## src/include/clkdist_defines.svh

```systemverilog
// constants for the clock distribution and oscillator calibration block
`ifndef CLKDIST_DEFINES_SVH
`define CLKDIST_DEFINES_SVH
`define NCH         14
`define A_CAL       10'h0f3
`define A_PRE       10'h0f5
`define A_STAT      10'h22d
`define A_SYNC      10'h232
`define A_COMMIT    10'h234
`define A_CH_BASE   10'h190
`define CH_BYTES    3
`define B_CAL       1
`define B_BUSY      0
`define B_SYNC      0
`define B_COMMIT    0
`define F_INV       4
`define F_IGN       5
`define F_PD        6
`define F_SRC       7
`define MODE_TRI    4'hf
`define CH_RST      24'h000000
`define PRE_RST     4'h0
`define CAL_CYCLES  1024
`endif

```

## src/include/clkdist_pkg.sv

```systemverilog
// types for the clock distribution and oscillator calibration block
`default_nettype none
package clkdist_pkg;
   typedef enum logic [1:0] {
      CAL_IDLE = 2'h0,
      CAL_RUN  = 2'h1,
      CAL_LOCK = 2'h3
   } cal_state_t;
endpackage
`default_nettype wire

```

## src/hdl/prescale_div.sv

```systemverilog
// oscillator prescale divider with half-period ticks
`default_nettype none
`include "clkdist_defines.svh"
module prescale_div (
   // clock and reset
   input  wire logic       i_clk,
   input  wire logic       i_reset_n,
   // control
   input  wire logic       i_run,
   input  wire logic [1:0] i_code,
   // half-period tick
   output logic            o_tick
);
   logic [2:0] cnt_q;
   logic [2:0] last;

   // ratio 3, 4 or 5 from code; code 3 also gives 5
   assign last = (i_code == 2'h0) ? 3'h2 : (i_code == 2'h1) ? 3'h3 : 3'h4;

   // free counter; only reset and deep sleep touch it, never alignment
   always_ff @(posedge i_clk or negedge i_reset_n) begin
      if (!i_reset_n) begin
         cnt_q <= 3'h0;
      end else if (!i_run) begin
         cnt_q <= 3'h0;
      end else if (cnt_q >= last) begin
         cnt_q <= 3'h0;
      end else begin
         cnt_q <= cnt_q + 3'h1;
      end
   end

   // tick at start and middle of each period
   assign o_tick = i_run && (cnt_q == 3'h0 || cnt_q == (last + 3'h1) >> 1);
endmodule // prescale_div
`default_nettype wire

```

## src/hdl/chan_div.sv

```systemverilog
// channel divider with phase preset, hold and power-down
`default_nettype none
`include "clkdist_defines.svh"
module chan_div (
   // clock and reset
   input  wire logic       i_clk,
   input  wire logic       i_reset_n,
   // input half-period tick and controls
   input  wire logic       i_tick,
   input  wire logic       i_hold,
   input  wire logic       i_pd,
   input  wire logic [9:0] i_div,
   input  wire logic [5:0] i_phase,
   // divided clock
   output logic            o_clk
);
   logic [9:0] cnt_q;
   logic [5:0] ph_q;

   // toggle every div+1 half periods: exact 50% for odd ratios only at prescale ratio 4
   always_ff @(posedge i_clk or negedge i_reset_n) begin
      if (!i_reset_n) begin
         cnt_q <= 10'h000;
         ph_q  <= 6'h00;
         o_clk <= 1'b0;
      end else if (i_pd || i_hold) begin
         cnt_q <= 10'h000;
         ph_q  <= i_phase;
         o_clk <= 1'b0;
      end else if (i_tick) begin
         if (ph_q != 6'h00) begin
            ph_q <= ph_q - 6'h01;
         end else if (cnt_q == i_div) begin
            cnt_q <= 10'h000;
            o_clk <= ~o_clk;
         end else begin
            cnt_q <= cnt_q + 10'h001;
         end
      end
   end
endmodule // chan_div
`default_nettype wire

```

## src/hdl/clock_distribution_vco_cal.sv

```systemverilog
// clock distribution channels with oscillator calibration controller
`default_nettype none
`include "clkdist_defines.svh"
module clock_distribution_vco_cal #(
   parameter int CAL_CYCLES = `CAL_CYCLES
) (
   // clock and reset
   input  wire logic              i_clk,
   input  wire logic              i_reset_n,
   // register port
   input  wire logic              i_reg_wr,
   input  wire logic              i_reg_rd,
   input  wire logic [9:0]        i_reg_addr,
   input  wire logic [7:0]        i_reg_wdata,
   output logic      [7:0]        o_reg_rdata,
   // pins and loop status
   input  wire logic              i_ref_osc,
   input  wire logic              i_sync_n,
   input  wire logic              i_loop_locked,
   input  wire logic              i_nvm_load_done,
   // channel outputs, deep sleep flag and calibration state
   output logic      [13:0]       o_out,
   output logic      [13:0]       o_out_oe,
   output logic      [55:0]       o_out_mode,
   output logic                   o_deep_sleep,
   output var clkdist_pkg::cal_state_t o_cal_state
);
   import clkdist_pkg::*;

   logic [3:0]  s1_q;
   logic [3:0]  s2_q;
   logic        ref_prev_q;
   logic        nvm_prev_q;
   logic        cal_sh_q;
   logic        cal_act_q;
   logic        cal_prev_q;
   logic [3:0]  pre_sh_q;
   logic [3:0]  pre_act_q;
   logic        sync_bit_q;
   logic        commit_q;
   logic [23:0] ch_sh_q [`NCH];
   logic [23:0] ch_act_q [`NCH];
   cal_state_t  cal_q;
   logic [15:0] cal_cnt_q;
   logic        pend_q;
   logic        first_done_q;
   logic        released_q;
   logic        ref_rise;
   logic        nvm_rise;
   logic        busy;
   logic        hold;
   logic        strobe;
   logic        all_pd;
   logic [1:0]  pre_tick;
   logic [13:0] dclk;
   logic [13:0] held;
   logic [13:0] pd_vec;
   logic [7:0]  rd_d;

   // which channel register an address hits; 15 when none
   function automatic logic [3:0] ch_of(input logic [9:0] a);
      ch_of = 4'hf;
      for (int i = 0; i < `NCH; i++) begin
         if (a >= `A_CH_BASE + 10'(i * `CH_BYTES) &&
             a < `A_CH_BASE + 10'((i + 1) * `CH_BYTES)) begin
            ch_of = 4'(i);
         end
      end
   endfunction

   // byte of a channel register an address hits
   function automatic logic [1:0] byte_of(input logic [9:0] a, input logic [3:0] c);
      byte_of = 2'(a - `A_CH_BASE - 10'(c) * 10'(`CH_BYTES));
   endfunction

   // two-flop synchronisers for ref clock, sync pin, lock and load done
   always_ff @(posedge i_clk or negedge i_reset_n) begin
      if (!i_reset_n) begin
         s1_q <= 4'h2;
         s2_q <= 4'h2;
      end else begin
         s1_q <= {i_nvm_load_done, i_loop_locked, i_sync_n, i_ref_osc};
         s2_q <= s1_q;
      end
   end

   // edge detectors on synchronised reference clock and load done
   always_ff @(posedge i_clk or negedge i_reset_n) begin
      if (!i_reset_n) begin
         ref_prev_q <= 1'b0;
         nvm_prev_q <= 1'b0;
      end else begin
         ref_prev_q <= s2_q[0];
         nvm_prev_q <= s2_q[3];
      end
   end
   assign ref_rise = s2_q[0] && !ref_prev_q;
   assign nvm_rise = s2_q[3] && !nvm_prev_q;

   // shadow registers written by the host
   always_ff @(posedge i_clk or negedge i_reset_n) begin
      if (!i_reset_n) begin
         cal_sh_q   <= 1'b0;
         pre_sh_q   <= `PRE_RST;
         sync_bit_q <= 1'b0;
         for (int i = 0; i < `NCH; i++) begin
            ch_sh_q[i] <= `CH_RST;
         end
      end else if (i_reg_wr) begin
         if (i_reg_addr == `A_CAL) begin
            cal_sh_q <= i_reg_wdata[`B_CAL];
         end
         if (i_reg_addr == `A_PRE) begin
            pre_sh_q <= i_reg_wdata[3:0];
         end
         if (i_reg_addr == `A_SYNC) begin
            sync_bit_q <= i_reg_wdata[`B_SYNC];
         end
         if (ch_of(i_reg_addr) != 4'hf) begin
            ch_sh_q[ch_of(i_reg_addr)][8*byte_of(i_reg_addr, ch_of(i_reg_addr)) +: 8]
               <= i_reg_wdata;
         end
      end
   end

   // commit bit: set by write, cleared one cycle later, set wins
   always_ff @(posedge i_clk or negedge i_reset_n) begin
      if (!i_reset_n) begin
         commit_q <= 1'b0;
      end else if (i_reg_wr && i_reg_addr == `A_COMMIT && i_reg_wdata[`B_COMMIT]) begin
         commit_q <= 1'b1;
      end else begin
         commit_q <= 1'b0;
      end
   end

   // active copies updated only on commit
   always_ff @(posedge i_clk or negedge i_reset_n) begin
      if (!i_reset_n) begin
         cal_act_q <= 1'b0;
         pre_act_q <= `PRE_RST;
         for (int i = 0; i < `NCH; i++) begin
            ch_act_q[i] <= `CH_RST;
         end
      end else if (commit_q) begin
         cal_act_q <= cal_sh_q;
         pre_act_q <= pre_sh_q;
         for (int i = 0; i < `NCH; i++) begin
            ch_act_q[i] <= ch_sh_q[i];
         end
      end
   end

   // start request from a rising calibrate bit or a stored load completing while the calibrate bit is set
   always_ff @(posedge i_clk or negedge i_reset_n) begin
      if (!i_reset_n) begin
         cal_prev_q <= 1'b0;
         pend_q     <= 1'b0;
      end else begin
         cal_prev_q <= cal_act_q;
         if ((cal_act_q && !cal_prev_q) || (nvm_rise && cal_act_q)) begin
            pend_q <= 1'b1;
         end else if (ref_rise && cal_q == CAL_IDLE) begin
            pend_q <= 1'b0;
         end
      end
   end

   // calibration controller, advancing on reference clock edges
   always_ff @(posedge i_clk or negedge i_reset_n) begin
      if (!i_reset_n) begin
         cal_q     <= CAL_IDLE;
         cal_cnt_q <= 16'h0000;
      end else if (ref_rise) begin
         case (cal_q)
            CAL_IDLE: begin
               cal_cnt_q <= 16'h0000;
               if (pend_q) begin
                  cal_q <= CAL_RUN;
               end
            end
            CAL_RUN: begin
               cal_cnt_q <= cal_cnt_q + 16'h0001;
               if (cal_cnt_q == 16'(CAL_CYCLES - 1)) begin
                  cal_q <= CAL_LOCK;
               end
            end
            CAL_LOCK: begin
               if (s2_q[2]) begin
                  cal_q <= CAL_IDLE;
               end
            end
            default: begin
               cal_q <= CAL_IDLE;
            end
         endcase
      end
   end
   assign busy        = cal_q != CAL_IDLE;
   assign o_cal_state = cal_q;

   // startup hold until first calibration done and loop locked, once only
   always_ff @(posedge i_clk or negedge i_reset_n) begin
      if (!i_reset_n) begin
         first_done_q <= 1'b0;
         released_q   <= 1'b0;
      end else begin
         if (ref_rise && cal_q == CAL_LOCK && s2_q[2]) begin
            first_done_q <= 1'b1;
         end
         if (first_done_q && s2_q[2]) begin
            released_q <= 1'b1;
         end
      end
   end
   assign hold   = !released_q;
   // bit high or pin low holds; release of either is the alignment event
   assign strobe = sync_bit_q || !s2_q[1];

   // two prescalers, halted in deep sleep
   generate
      for (genvar p = 0; p < 2; p++) begin : g_pre
         prescale_div u_pre (
            .i_clk     (i_clk),
            .i_reset_n (i_reset_n),
            .i_run     (!all_pd),
            .i_code    (pre_act_q[2*p +: 2]),
            .o_tick    (pre_tick[p])
         );
      end
   endgenerate

   // fourteen channels with own divider and driver
   generate
      for (genvar c = 0; c < `NCH; c++) begin : g_ch
         logic tick;
         if (c >= 4 && c <= 9) begin : g_sel
            assign tick = ch_act_q[c][`F_SRC] ? pre_tick[1] : pre_tick[0];
         end else if (c < 4) begin : g_lo
            assign tick = pre_tick[0];
         end else begin : g_hi
            assign tick = pre_tick[1];
         end
         assign pd_vec[c] = ch_act_q[c][`F_PD];
         assign held[c]   = hold || (strobe && !ch_act_q[c][`F_IGN]);
         assign o_out_mode[4*c +: 4] = ch_act_q[c][3:0];
         chan_div u_div (
            .i_clk     (i_clk),
            .i_reset_n (i_reset_n),
            .i_tick    (tick),
            .i_hold    (held[c]),
            .i_pd      (pd_vec[c]),
            .i_div     ({ch_act_q[c][17:16], ch_act_q[c][15:8]}),
            .i_phase   (ch_act_q[c][23:18]),
            .o_clk     (dclk[c])
         );
         // driver stage: source pick, inversion, disable and tristate
         always_ff @(posedge i_clk or negedge i_reset_n) begin
            if (!i_reset_n) begin
               o_out[c]    <= 1'b0;
               o_out_oe[c] <= 1'b0;
            end else begin
               if (pd_vec[c] || held[c]) begin
                  o_out[c] <= 1'b0;
               end else if (c < 4 && ch_act_q[c][`F_SRC]) begin
                  o_out[c] <= s2_q[0] ^ ch_act_q[c][`F_INV];
               end else begin
                  o_out[c] <= dclk[c] ^ ch_act_q[c][`F_INV];
               end
               o_out_oe[c] <= !pd_vec[c] && ch_act_q[c][3:0] != `MODE_TRI;
            end
         end
      end
   endgenerate

   assign all_pd = &pd_vec;

   // deep sleep flag
   always_ff @(posedge i_clk or negedge i_reset_n) begin
      if (!i_reset_n) begin
         o_deep_sleep <= 1'b0;
      end else begin
         o_deep_sleep <= all_pd;
      end
   end

   // read data select
   always_comb begin
      rd_d = 8'h00;
      if (i_reg_addr == `A_CAL) begin
         rd_d[`B_CAL] = cal_sh_q;
      end else if (i_reg_addr == `A_PRE) begin
         rd_d = {4'h0, pre_sh_q};
      end else if (i_reg_addr == `A_STAT) begin
         rd_d = {5'h00, o_deep_sleep, s2_q[2], busy};
      end else if (i_reg_addr == `A_SYNC) begin
         rd_d[`B_SYNC] = sync_bit_q;
      end else if (i_reg_addr == `A_COMMIT) begin
         rd_d[`B_COMMIT] = commit_q;
      end else if (ch_of(i_reg_addr) != 4'hf) begin
         rd_d = ch_sh_q[ch_of(i_reg_addr)][8*byte_of(i_reg_addr, ch_of(i_reg_addr)) +: 8];
      end
   end

   // registered read data
   always_ff @(posedge i_clk or negedge i_reset_n) begin
      if (!i_reset_n) begin
         o_reg_rdata <= 8'h00;
      end else if (i_reg_rd) begin
         o_reg_rdata <= rd_d;
      end
   end
endmodule // clock_distribution_vco_cal
`default_nettype wire

```

## config.mk

```make
export PLATFORM = sky130hd
export DESIGN_NAME = clock_distribution_vco_cal
export DESIGN_NICKNAME = d
export VERILOG_FILES = /design/src/include/clkdist_pkg.sv /design/src/hdl/prescale_div.sv /design/src/hdl/chan_div.sv /design/src/hdl/clock_distribution_vco_cal.sv
export VERILOG_INCLUDE_DIRS = /design/src /design/src/include
export SDC_FILE = /design/constraint.sdc
export NUM_CORES = 2
export LEC_CHECK = 0
export ABC_AREA = 1
export BUFFER_PORTS_ARGS = -buffer_cell sky130_fd_sc_hd__buf_2
export CAP_MARGIN = 0
export CORE_MARGIN = 3
export CORE_UTILIZATION = 55
export CTS_BUF_LIST = sky130_fd_sc_hd__clkbuf_16
export CTS_CLUSTER_SIZE = 40
export DETAILED_ROUTE_END_ITERATION = 10
export MAX_ROUTING_LAYER = met4
export PLACE_DENSITY = 0.74
export REMOVE_ABC_BUFFERS = 1
export SETUP_SLACK_MARGIN = 0.15
export SYNTH_ARGS = -nofsm -noshare
export SYNTH_HDL_FRONTEND = slang
export SYNTH_SLANG_ARGS = --single-unit
```

## constraint.sdc

```tcl
create_clock -name i_clk -period 2.9 [get_ports i_clk]
set_clock_uncertainty 0.2 [all_clocks]
set_input_delay 0.58 -clock i_clk [delete_from_list [all_inputs] [get_ports i_clk]]
set_output_delay 0.58 -clock i_clk [all_outputs]
set_load 0.02 [all_outputs]
```

After elaboration in Yosys (flattened, before gate mapping)
Cells that the tools add are included.
- logic and storage cells: 758
- input port bits: 26
- output and inout port bits: 95
- bits in registers: 997
- add/sub/neg operators: 37
- reduce and logical (&&, ||, !) cells: 234
- bitwise logic cells: 34
- mux-type cells: 238
- shift-type cells: 3
- equal/unequal tests: 59
- order comparisons: 33
- $mul: 2
- operators by type and width (cell ; number):
    $mux W10 ; 56
    $bwmux W336 ; 1
    $mux W6 ; 43
    $add A10 B1 Y10 const B ; 14
    $eq A10 B10 Y1 ; 14
    $ge A10 B9 Y1 const B ; 14
    $lt A10 B9 Y1 const B ; 14
    $mux W4 ; 28
    $bmux W24 S4 ; 1
    $demux W24 S4 ; 1
    $reduce_bool A2 Y1 ; 45
    $mux W1 ; 87
    $reduce_bool A6 Y1 ; 14
    $sub A6 B1 Y6 const B ; 14
    $mux W24 ; 3
    $reduce_and A2 Y1 ; 33
    $ne A4 B4 Y1 const B ; 16
    $logic_and A1 B1 Y1 ; 55
    $reduce_and A3 Y1 ; 14
    $logic_not A1 Y1 ; 34
    $ne A2 B2 Y1 const B ; 17
    $neg A5 Y34 ; 1
    $shift A8 B34 Y24 const A ; 1
    $shiftx A8 B34 Y24 ; 1
    other kinds (29) ; 119

Longest topological paths before layout
- depth in word-level cells: 39
- mapped depth: 28
- gate-level depth less buffers: 25

By module
Synthesis repeated with hierarchy kept, for this count alone.
- cell total of the unflattened synthesis: 5956
- area, all modules: 50369.6 um^2
- by module, submodules not included (module ; sequential area each (um^2) ; cells each ; area each (um^2) ; times used):
    clock_distribution_vco_cal ; 18745.5 ; 3449 ; 33060.5 ; 1
    chan_div ; 425.4 ; 174 ; 1199.9 ; 14
    prescale_div at g_pre[1].u_pre ; 75.1 ; 35 ; 256.5 ; 1
    prescale_div at g_pre[0].u_pre ; 75.1 ; 36 ; 254.0 ; 1

Worst setup path after synthesis
Ideal clock, no wire load.
- path kind: input to register
- start point: input port i_reg_addr[5]
- end point: register ch_sh_q[102] in the netlist's numbering
- arrival: 4.166 ns
- cell stages on the path: 25
- path slack: -1.598 ns
- buffers on the path: 5
- library setup time: 0.132 ns
- data required time: 2.568 ns
- cell sequence: buf_2 > nand2_2 > inv_2 > nand3_1 > nand2_1 > nor2_1 > nand2_1 > nand2_1 > nand2_1 > inv_1 > nand2_1 > nor2_2 > buf_2 > clkbuf_1 > ha_1 > inv_1 > xor2_1 > inv_1 > clkbuf_1 > ha_1 > nand3_1 > nor2_1 > inv_1 > clkbuf_1 > o21ai_1
- cells in the longest elaborated chain, start to end: 25
- elaborated cells on any way between the ends: 73
- classes of those cells: add/sub: 2; mul: 1; order compare: 30; eq/ne: 1; shift: 2; mux: 20; bitwise: 1; reduce/logical: 16
- RTL lines (element ; RTL line ; RTL):
    start: declaration ; clock_distribution_vco_cal.sv:13 ; input wire logic [9:0] i_reg_addr,
    $ge A10 B9 Y1 / $lt A10 B9 Y1 (equally long branches) ; clock_distribution_vco_cal.sv:64, clock_distribution_vco_cal.sv:65 ;
    $logic_and A1 B1 Y1 ; clock_distribution_vco_cal.sv:64 ; if (a >= `A_CH_BASE + 10'(i * `CH_BYTES) &&
    $mux W4 (13 in a row) ; clock_distribution_vco_cal.sv:64 ;
    $mux W4 (*) ; clock_distribution_vco_cal.sv:64 ;
    $mux W4 ; clock_distribution_vco_cal.sv:119 ; if (ch_of(i_reg_addr) != 4'hf) begin
    $mux W4 ; clock_distribution_vco_cal.sv:109 ; end else if (i_reg_wr) begin
    $mul A4 B2 Y2 ; clock_distribution_vco_cal.sv:73 ; byte_of = 2'(a - `A_CH_BASE - 10'(c) * 10'(`CH_BYTES));
    $sub A2 B2 Y2 ; clock_distribution_vco_cal.sv:73 ;
    $neg A5 Y34 ; clock_distribution_vco_cal.sv:120 ; ch_sh_q[ch_of(i_reg_addr)][8*byte_of(i_reg_addr, ch_of(i_reg_addr)) +: 8]
    $shift A8 B34 Y24 ; clock_distribution_vco_cal.sv:120 ;
    $mux W24 (not written as such) ; clock_distribution_vco_cal.sv:120 ;
    $demux W24 S4 ; clock_distribution_vco_cal.sv:120 ;
    $bwmux W336 ; clock_distribution_vco_cal.sv:120 ;
    end signal: indexed assignment ; clock_distribution_vco_cal.sv:107 ; ch_sh_q[i] <= `CH_RST;
    end: declaration ; clock_distribution_vco_cal.sv:41 ; logic [23:0] ch_sh_q [`NCH];
Mark *: on every way between the ends. The rest lies on a longest branch, timed or not. The select of a mux whose other input is x is not followed.
A chain may end at the register's enable or synchronous reset.

Worst setup path in the final report
- start point: input port i_reg_addr[6]
- end point: register ch_sh_q[145] in the netlist's numbering
The elaborated chain is that of the path after synthesis.

==> metrics.md <==
| Metric | Value |
|---|---|
| Crit Path Class | `in2reg` |
| Buffers & Inverters on Critical Path | `9` |
| Seq/Total Area, Yosys | `51.6%` |
| GRT Total Usage | `32.5%` |
| Met3 wire length | `12.6 mm` |
| Number of distinct library cells after synthesis | `58` |
| Core area | `85900 sq um` |
| Number of DRC markers in iteration 0 | `4195` |
| Metal2 WL | `66.1 mm` |
| WP data required | `3.32 ns` |
| Vias per inst | `5.78` |
| Syn_area_per_cell | `8.49 sq um` |
| Final min period | `3.23 ns` |
| GR Overflow Total | `0` |
| R2R Setup Slk | `0.07 ns` |
| P_sw | `14400 uW` |
| Pwr dens | `724 nW/um^2` |
| Crit-path max FO | `12` |
| Largest net degree at the start of global routing | `110` |
| Slew Limit Fails | `0` |
| Global-route wire length before repair | `224 mm` |
| Status | `finished, violations left` |
| Clk sinks | `993` |
| Seq pwr share | `40.9%` |
| Max stage delay on crit path | `0.30 ns` |
| Metal-1 WL | `60.9 mm` |
| Worst Setup SP | `i_reg_addr[6]` |
| Crit start category | `input port` |
| FP Rows | `107` |
| Gate power share | `26.7%` |
| Worst R2R End | `g_ch[6].u_div.cnt_q[6]$_DFFE_PN0P_` |
| Detailed-route DRC error count | `0` |
| Commonest non-fill, non-tap cell in the layout | `nand2_1` |
| Yosys warns | `0` |
| Die height | `302 um` |
| Initial antenna violation count | `2` |
| Internal power | `27200 uW` |
| DP HPWL | `102 mm` |
| Flops & latches, synth | `993` |
| Worst path depth | `25` |
| Worst Reg-to-Reg Cells | `14` |
| PnR worst setup slack | `-0.333 ns` |
| Clk slew on worst S/H paths | `0.06 ns` |
| Fraction of layout cells with a size suffix above 1 | `18.4%` |
| Clk_lat worst skew | `0.72 ns` |
| WL per Instance | `20.3 um` |
| Vias | `41900` |
| Leak pwr | `0.0265 uW` |
| Failing checks | `negative setup slack` |
| Cell Area, Synth | `48100 sq um` |
| Fmax achieved | `0.309 GHz` |
| I/O Buffers | `120` |
| Fillers | `6727` |
| Clk pwr share | `32.4%` |
| Final Cycle Share | `111%` |
| Critical path arrival | `3.65 ns` |
| Max-Cap Viols | `0` |
| Dpl ws | `-1.38 ns` |
| Slowest cell on crit path | `ha_4` |
| Final hold vios | `0` |
| Initial Utilization | `56.0%` |
| Root buffer cell | `clkbuf_16` |
| RSZ-0062 raised after global routing | `yes` |
| Layout area overhead | `19.4%` |
| Relative slew slack | `43.9%` |
| Drt pass-1 iters | `8` |
| Primary FF master, synth | `dfrtp_1` |
| Final setup violating endpoints | `344` |
| Drt total wl | `147 mm` |
| Worst Tran Pin Value | `0.842 ns` |
| IO Pins | `121` |
| Switching part of the total | `34.7%` |
| Fin util | `66.9%` |
| Post-synth EDFFs | `0` |
| Most frequent cells in the layout | `nand2_1 (1326), dfrtp_1 (990), inv_1 (589)` |
| Peak supply drop | `577 uV` |
| RR Startpoint | `ch_act_q[150]$_DFFE_PN0P_` |
| Min-delay worst type | `in2reg` |
| Placer Congestion | `0.995` |
| Highest metal used | `met4` |
| CTS tree | `done` |
| Cts bufs inserted | `105` |
| Clk buf depth | `3` |
| Critical path's top delay family | `simple AND/OR/NAND/NOR gates` |
| Asr flop ratio synth | `100%` |
| Worst setup EP type | `flip-flop` |
| Critical Path Sink | `ch_sh_q[145]$_DFFE_PN0P_` |
| Total Nets Final | `6105` |
| Die area | `91100 sq um` |
| DRT antenna net count | `0` |
| Synth Instances | `5667` |
| Die W | `302 um` |
| Htree depth | `3` |
| Vias in the first global route | `39500` |
## through the flow
stage                     cell area [sq um]  setup TNS, ns  total power (uW)  std cells  hold slack [ns]
after floorplan                       46600       -4054.85             22500       5380           0.0844
after global placement                52100        -422.47             26800       7000            0.135
after detailed placement              52100        -440.59             27000       7000            0.136
after CTS                             56500         -53.90             41000       7219           0.0858
after global routing                  57500        -118.64             43600       7247            0.157
final                                 57500         -78.25             41600       7249            0.135
## layout make-up
class | count | area, sq um | area share [%]
well taps | 1144 | 1430 | 2.49
multi-input cells | 3758 | 20400 | 35.4
clock buffers | 106 | 2650 | 4.62
flip-flops and latches | 993 | 24900 | 43.3
clock inverters | 85 | 778 | 1.35
repair buffers | 529 | 4970 | 8.65
inverters | 630 | 2400 | 4.18
diodes | 4 | 10.0 | 0.0174
## power by group through the flow
stage / Sequential, uW / Clock [uW] / Combinational (uW)
5_1_grt: 17200 / 14200 / 12200
4_1_cts: 16900 / 13600 / 10400
6_report: 17000 / 13500 / 11100
3_5_place_dp: 17200 / 0 / 9880
3_3_place_gp: 17100 / 0 / 9620
2_1_floorplan: 16600 / 0 / 5910
## worst min-delay path by stage
stage / cells after the start / end / start
2_1_floorplan: 0 / cal_act_q$_DFFE_PN0P_ / i_reset_n
3_3_place_gp: 0 / s2_q[3]$_DFF_PN0_ / s1_q[3]$_DFF_PN0_
3_5_place_dp: 0 / s2_q[3]$_DFF_PN0_ / s1_q[3]$_DFF_PN0_
4_1_cts: 3 / pre_sh_q[2]$_DFFE_PN0P_ / i_reg_wdata[2]
5_1_grt: 3 / pre_sh_q[2]$_DFFE_PN0P_ / i_reg_wdata[2]
6_report: 3 / pre_sh_q[2]$_DFFE_PN0P_ / i_reg_wdata[2]
## cell usage after synthesis (11+ instances only)
library cell / instances / area share [%]
a211oi_1: 11 / 0.17
a21oi_1: 228 / 2.4
a221oi_1: 27 / 0.49
a22oi_1: 11 / 0.17
a31oi_1: 18 / 0.23
a41oi_1: 18 / 0.33
buf_2: 53 / 0.55
buf_4: 60 / 0.94
buf_6: 19 / 0.44
clkbuf_1: 150 / 1.2
clkinv_1: 12 / 0.094
dfrtp_1: 991 / 52
ha_1: 62 / 1.6
inv_1: 607 / 4.7
mux2_2: 133 / 3.1
nand2_1: 1356 / 11
nand2_2: 11 / 0.14
nand2_4: 22 / 0.51
nand3_1: 204 / 2.1
nand4_1: 85 / 1.1
nor2_1: 378 / 2.9
nor2_2: 14 / 0.18
nor3_1: 96 / 1.0
nor3b_1: 20 / 0.31
nor4_1: 35 / 0.46
o211ai_1: 43 / 0.67
o21a_1: 25 / 0.39
o21ai_0: 605 / 6.3
o21ai_1: 153 / 1.6
o22ai_1: 41 / 0.53
o311ai_0: 12 / 0.22
xnor2_1: 34 / 0.62
xor2_1: 53 / 0.96
## layer usage
metal	vias to the layer above	global-route usage, %
li1	19400	-
met1	20300	43.5
met2	1750	48.7
met3	428	6.16
met4	0	14.5
met5	-	-
## repair_timing
item | 4_1_cts | 5_1_grt
cloned | 5 | 10
setup buffers | 15 | 16
pin swaps | 68 | 58
hold buffers | 8 | 0
endpoints found under the hold margin | 70 | 0
resized for setup | 288 | 187
setup endpoints to repair | 422 | 538
## tightest hold or removal path, cell delays in order
cell and delay [ns]:
buf_2 0.07, inv_1 0.15, o21ai_0 0.19
## flip-flops by register name, summed over array words and instances (netlist names), 2 cells and up
register / count
g_ch.u_div.ph_q: 84
o_out_mode: 56
g_ch.u_div.o_clk: 14
pre_act_q: 4
o_out: 14
o_cal_state: 2
g_ch.u_div.cnt_q: 140
ch_sh_q: 336
pre_sh_q: 4
cal_cnt_q: 16
o_reg_rdata: 8
o_out_oe: 14
ch_act_q: 276
g_pre.u_pre.cnt_q: 6
s2_q: 4
s1_q: 4
## logic make-up (layout without fill, tap and decap cells)
| kind of cell | count (synthesis) | count (layout) | synth area share [%] |
|---|---|---|---|
| AOI/OAI and AO/OA | 1233 | 1233 | 14.2 |
| xor gates and xnor gates | 87 | 87 | 1.58 |
| adders and majority gates | 62 | 62 | 1.61 |
| buffers and inverters | 917 | 1350 | 8.09 |
| DFF | 993 | 993 | 51.6 |
| muxes | 133 | 133 | 3.11 |
| other | 0 | 4 | 0 |
| and+or+nand+nor | 2242 | 2243 | 19.8 |
Power figures use the tool's default switching activity.
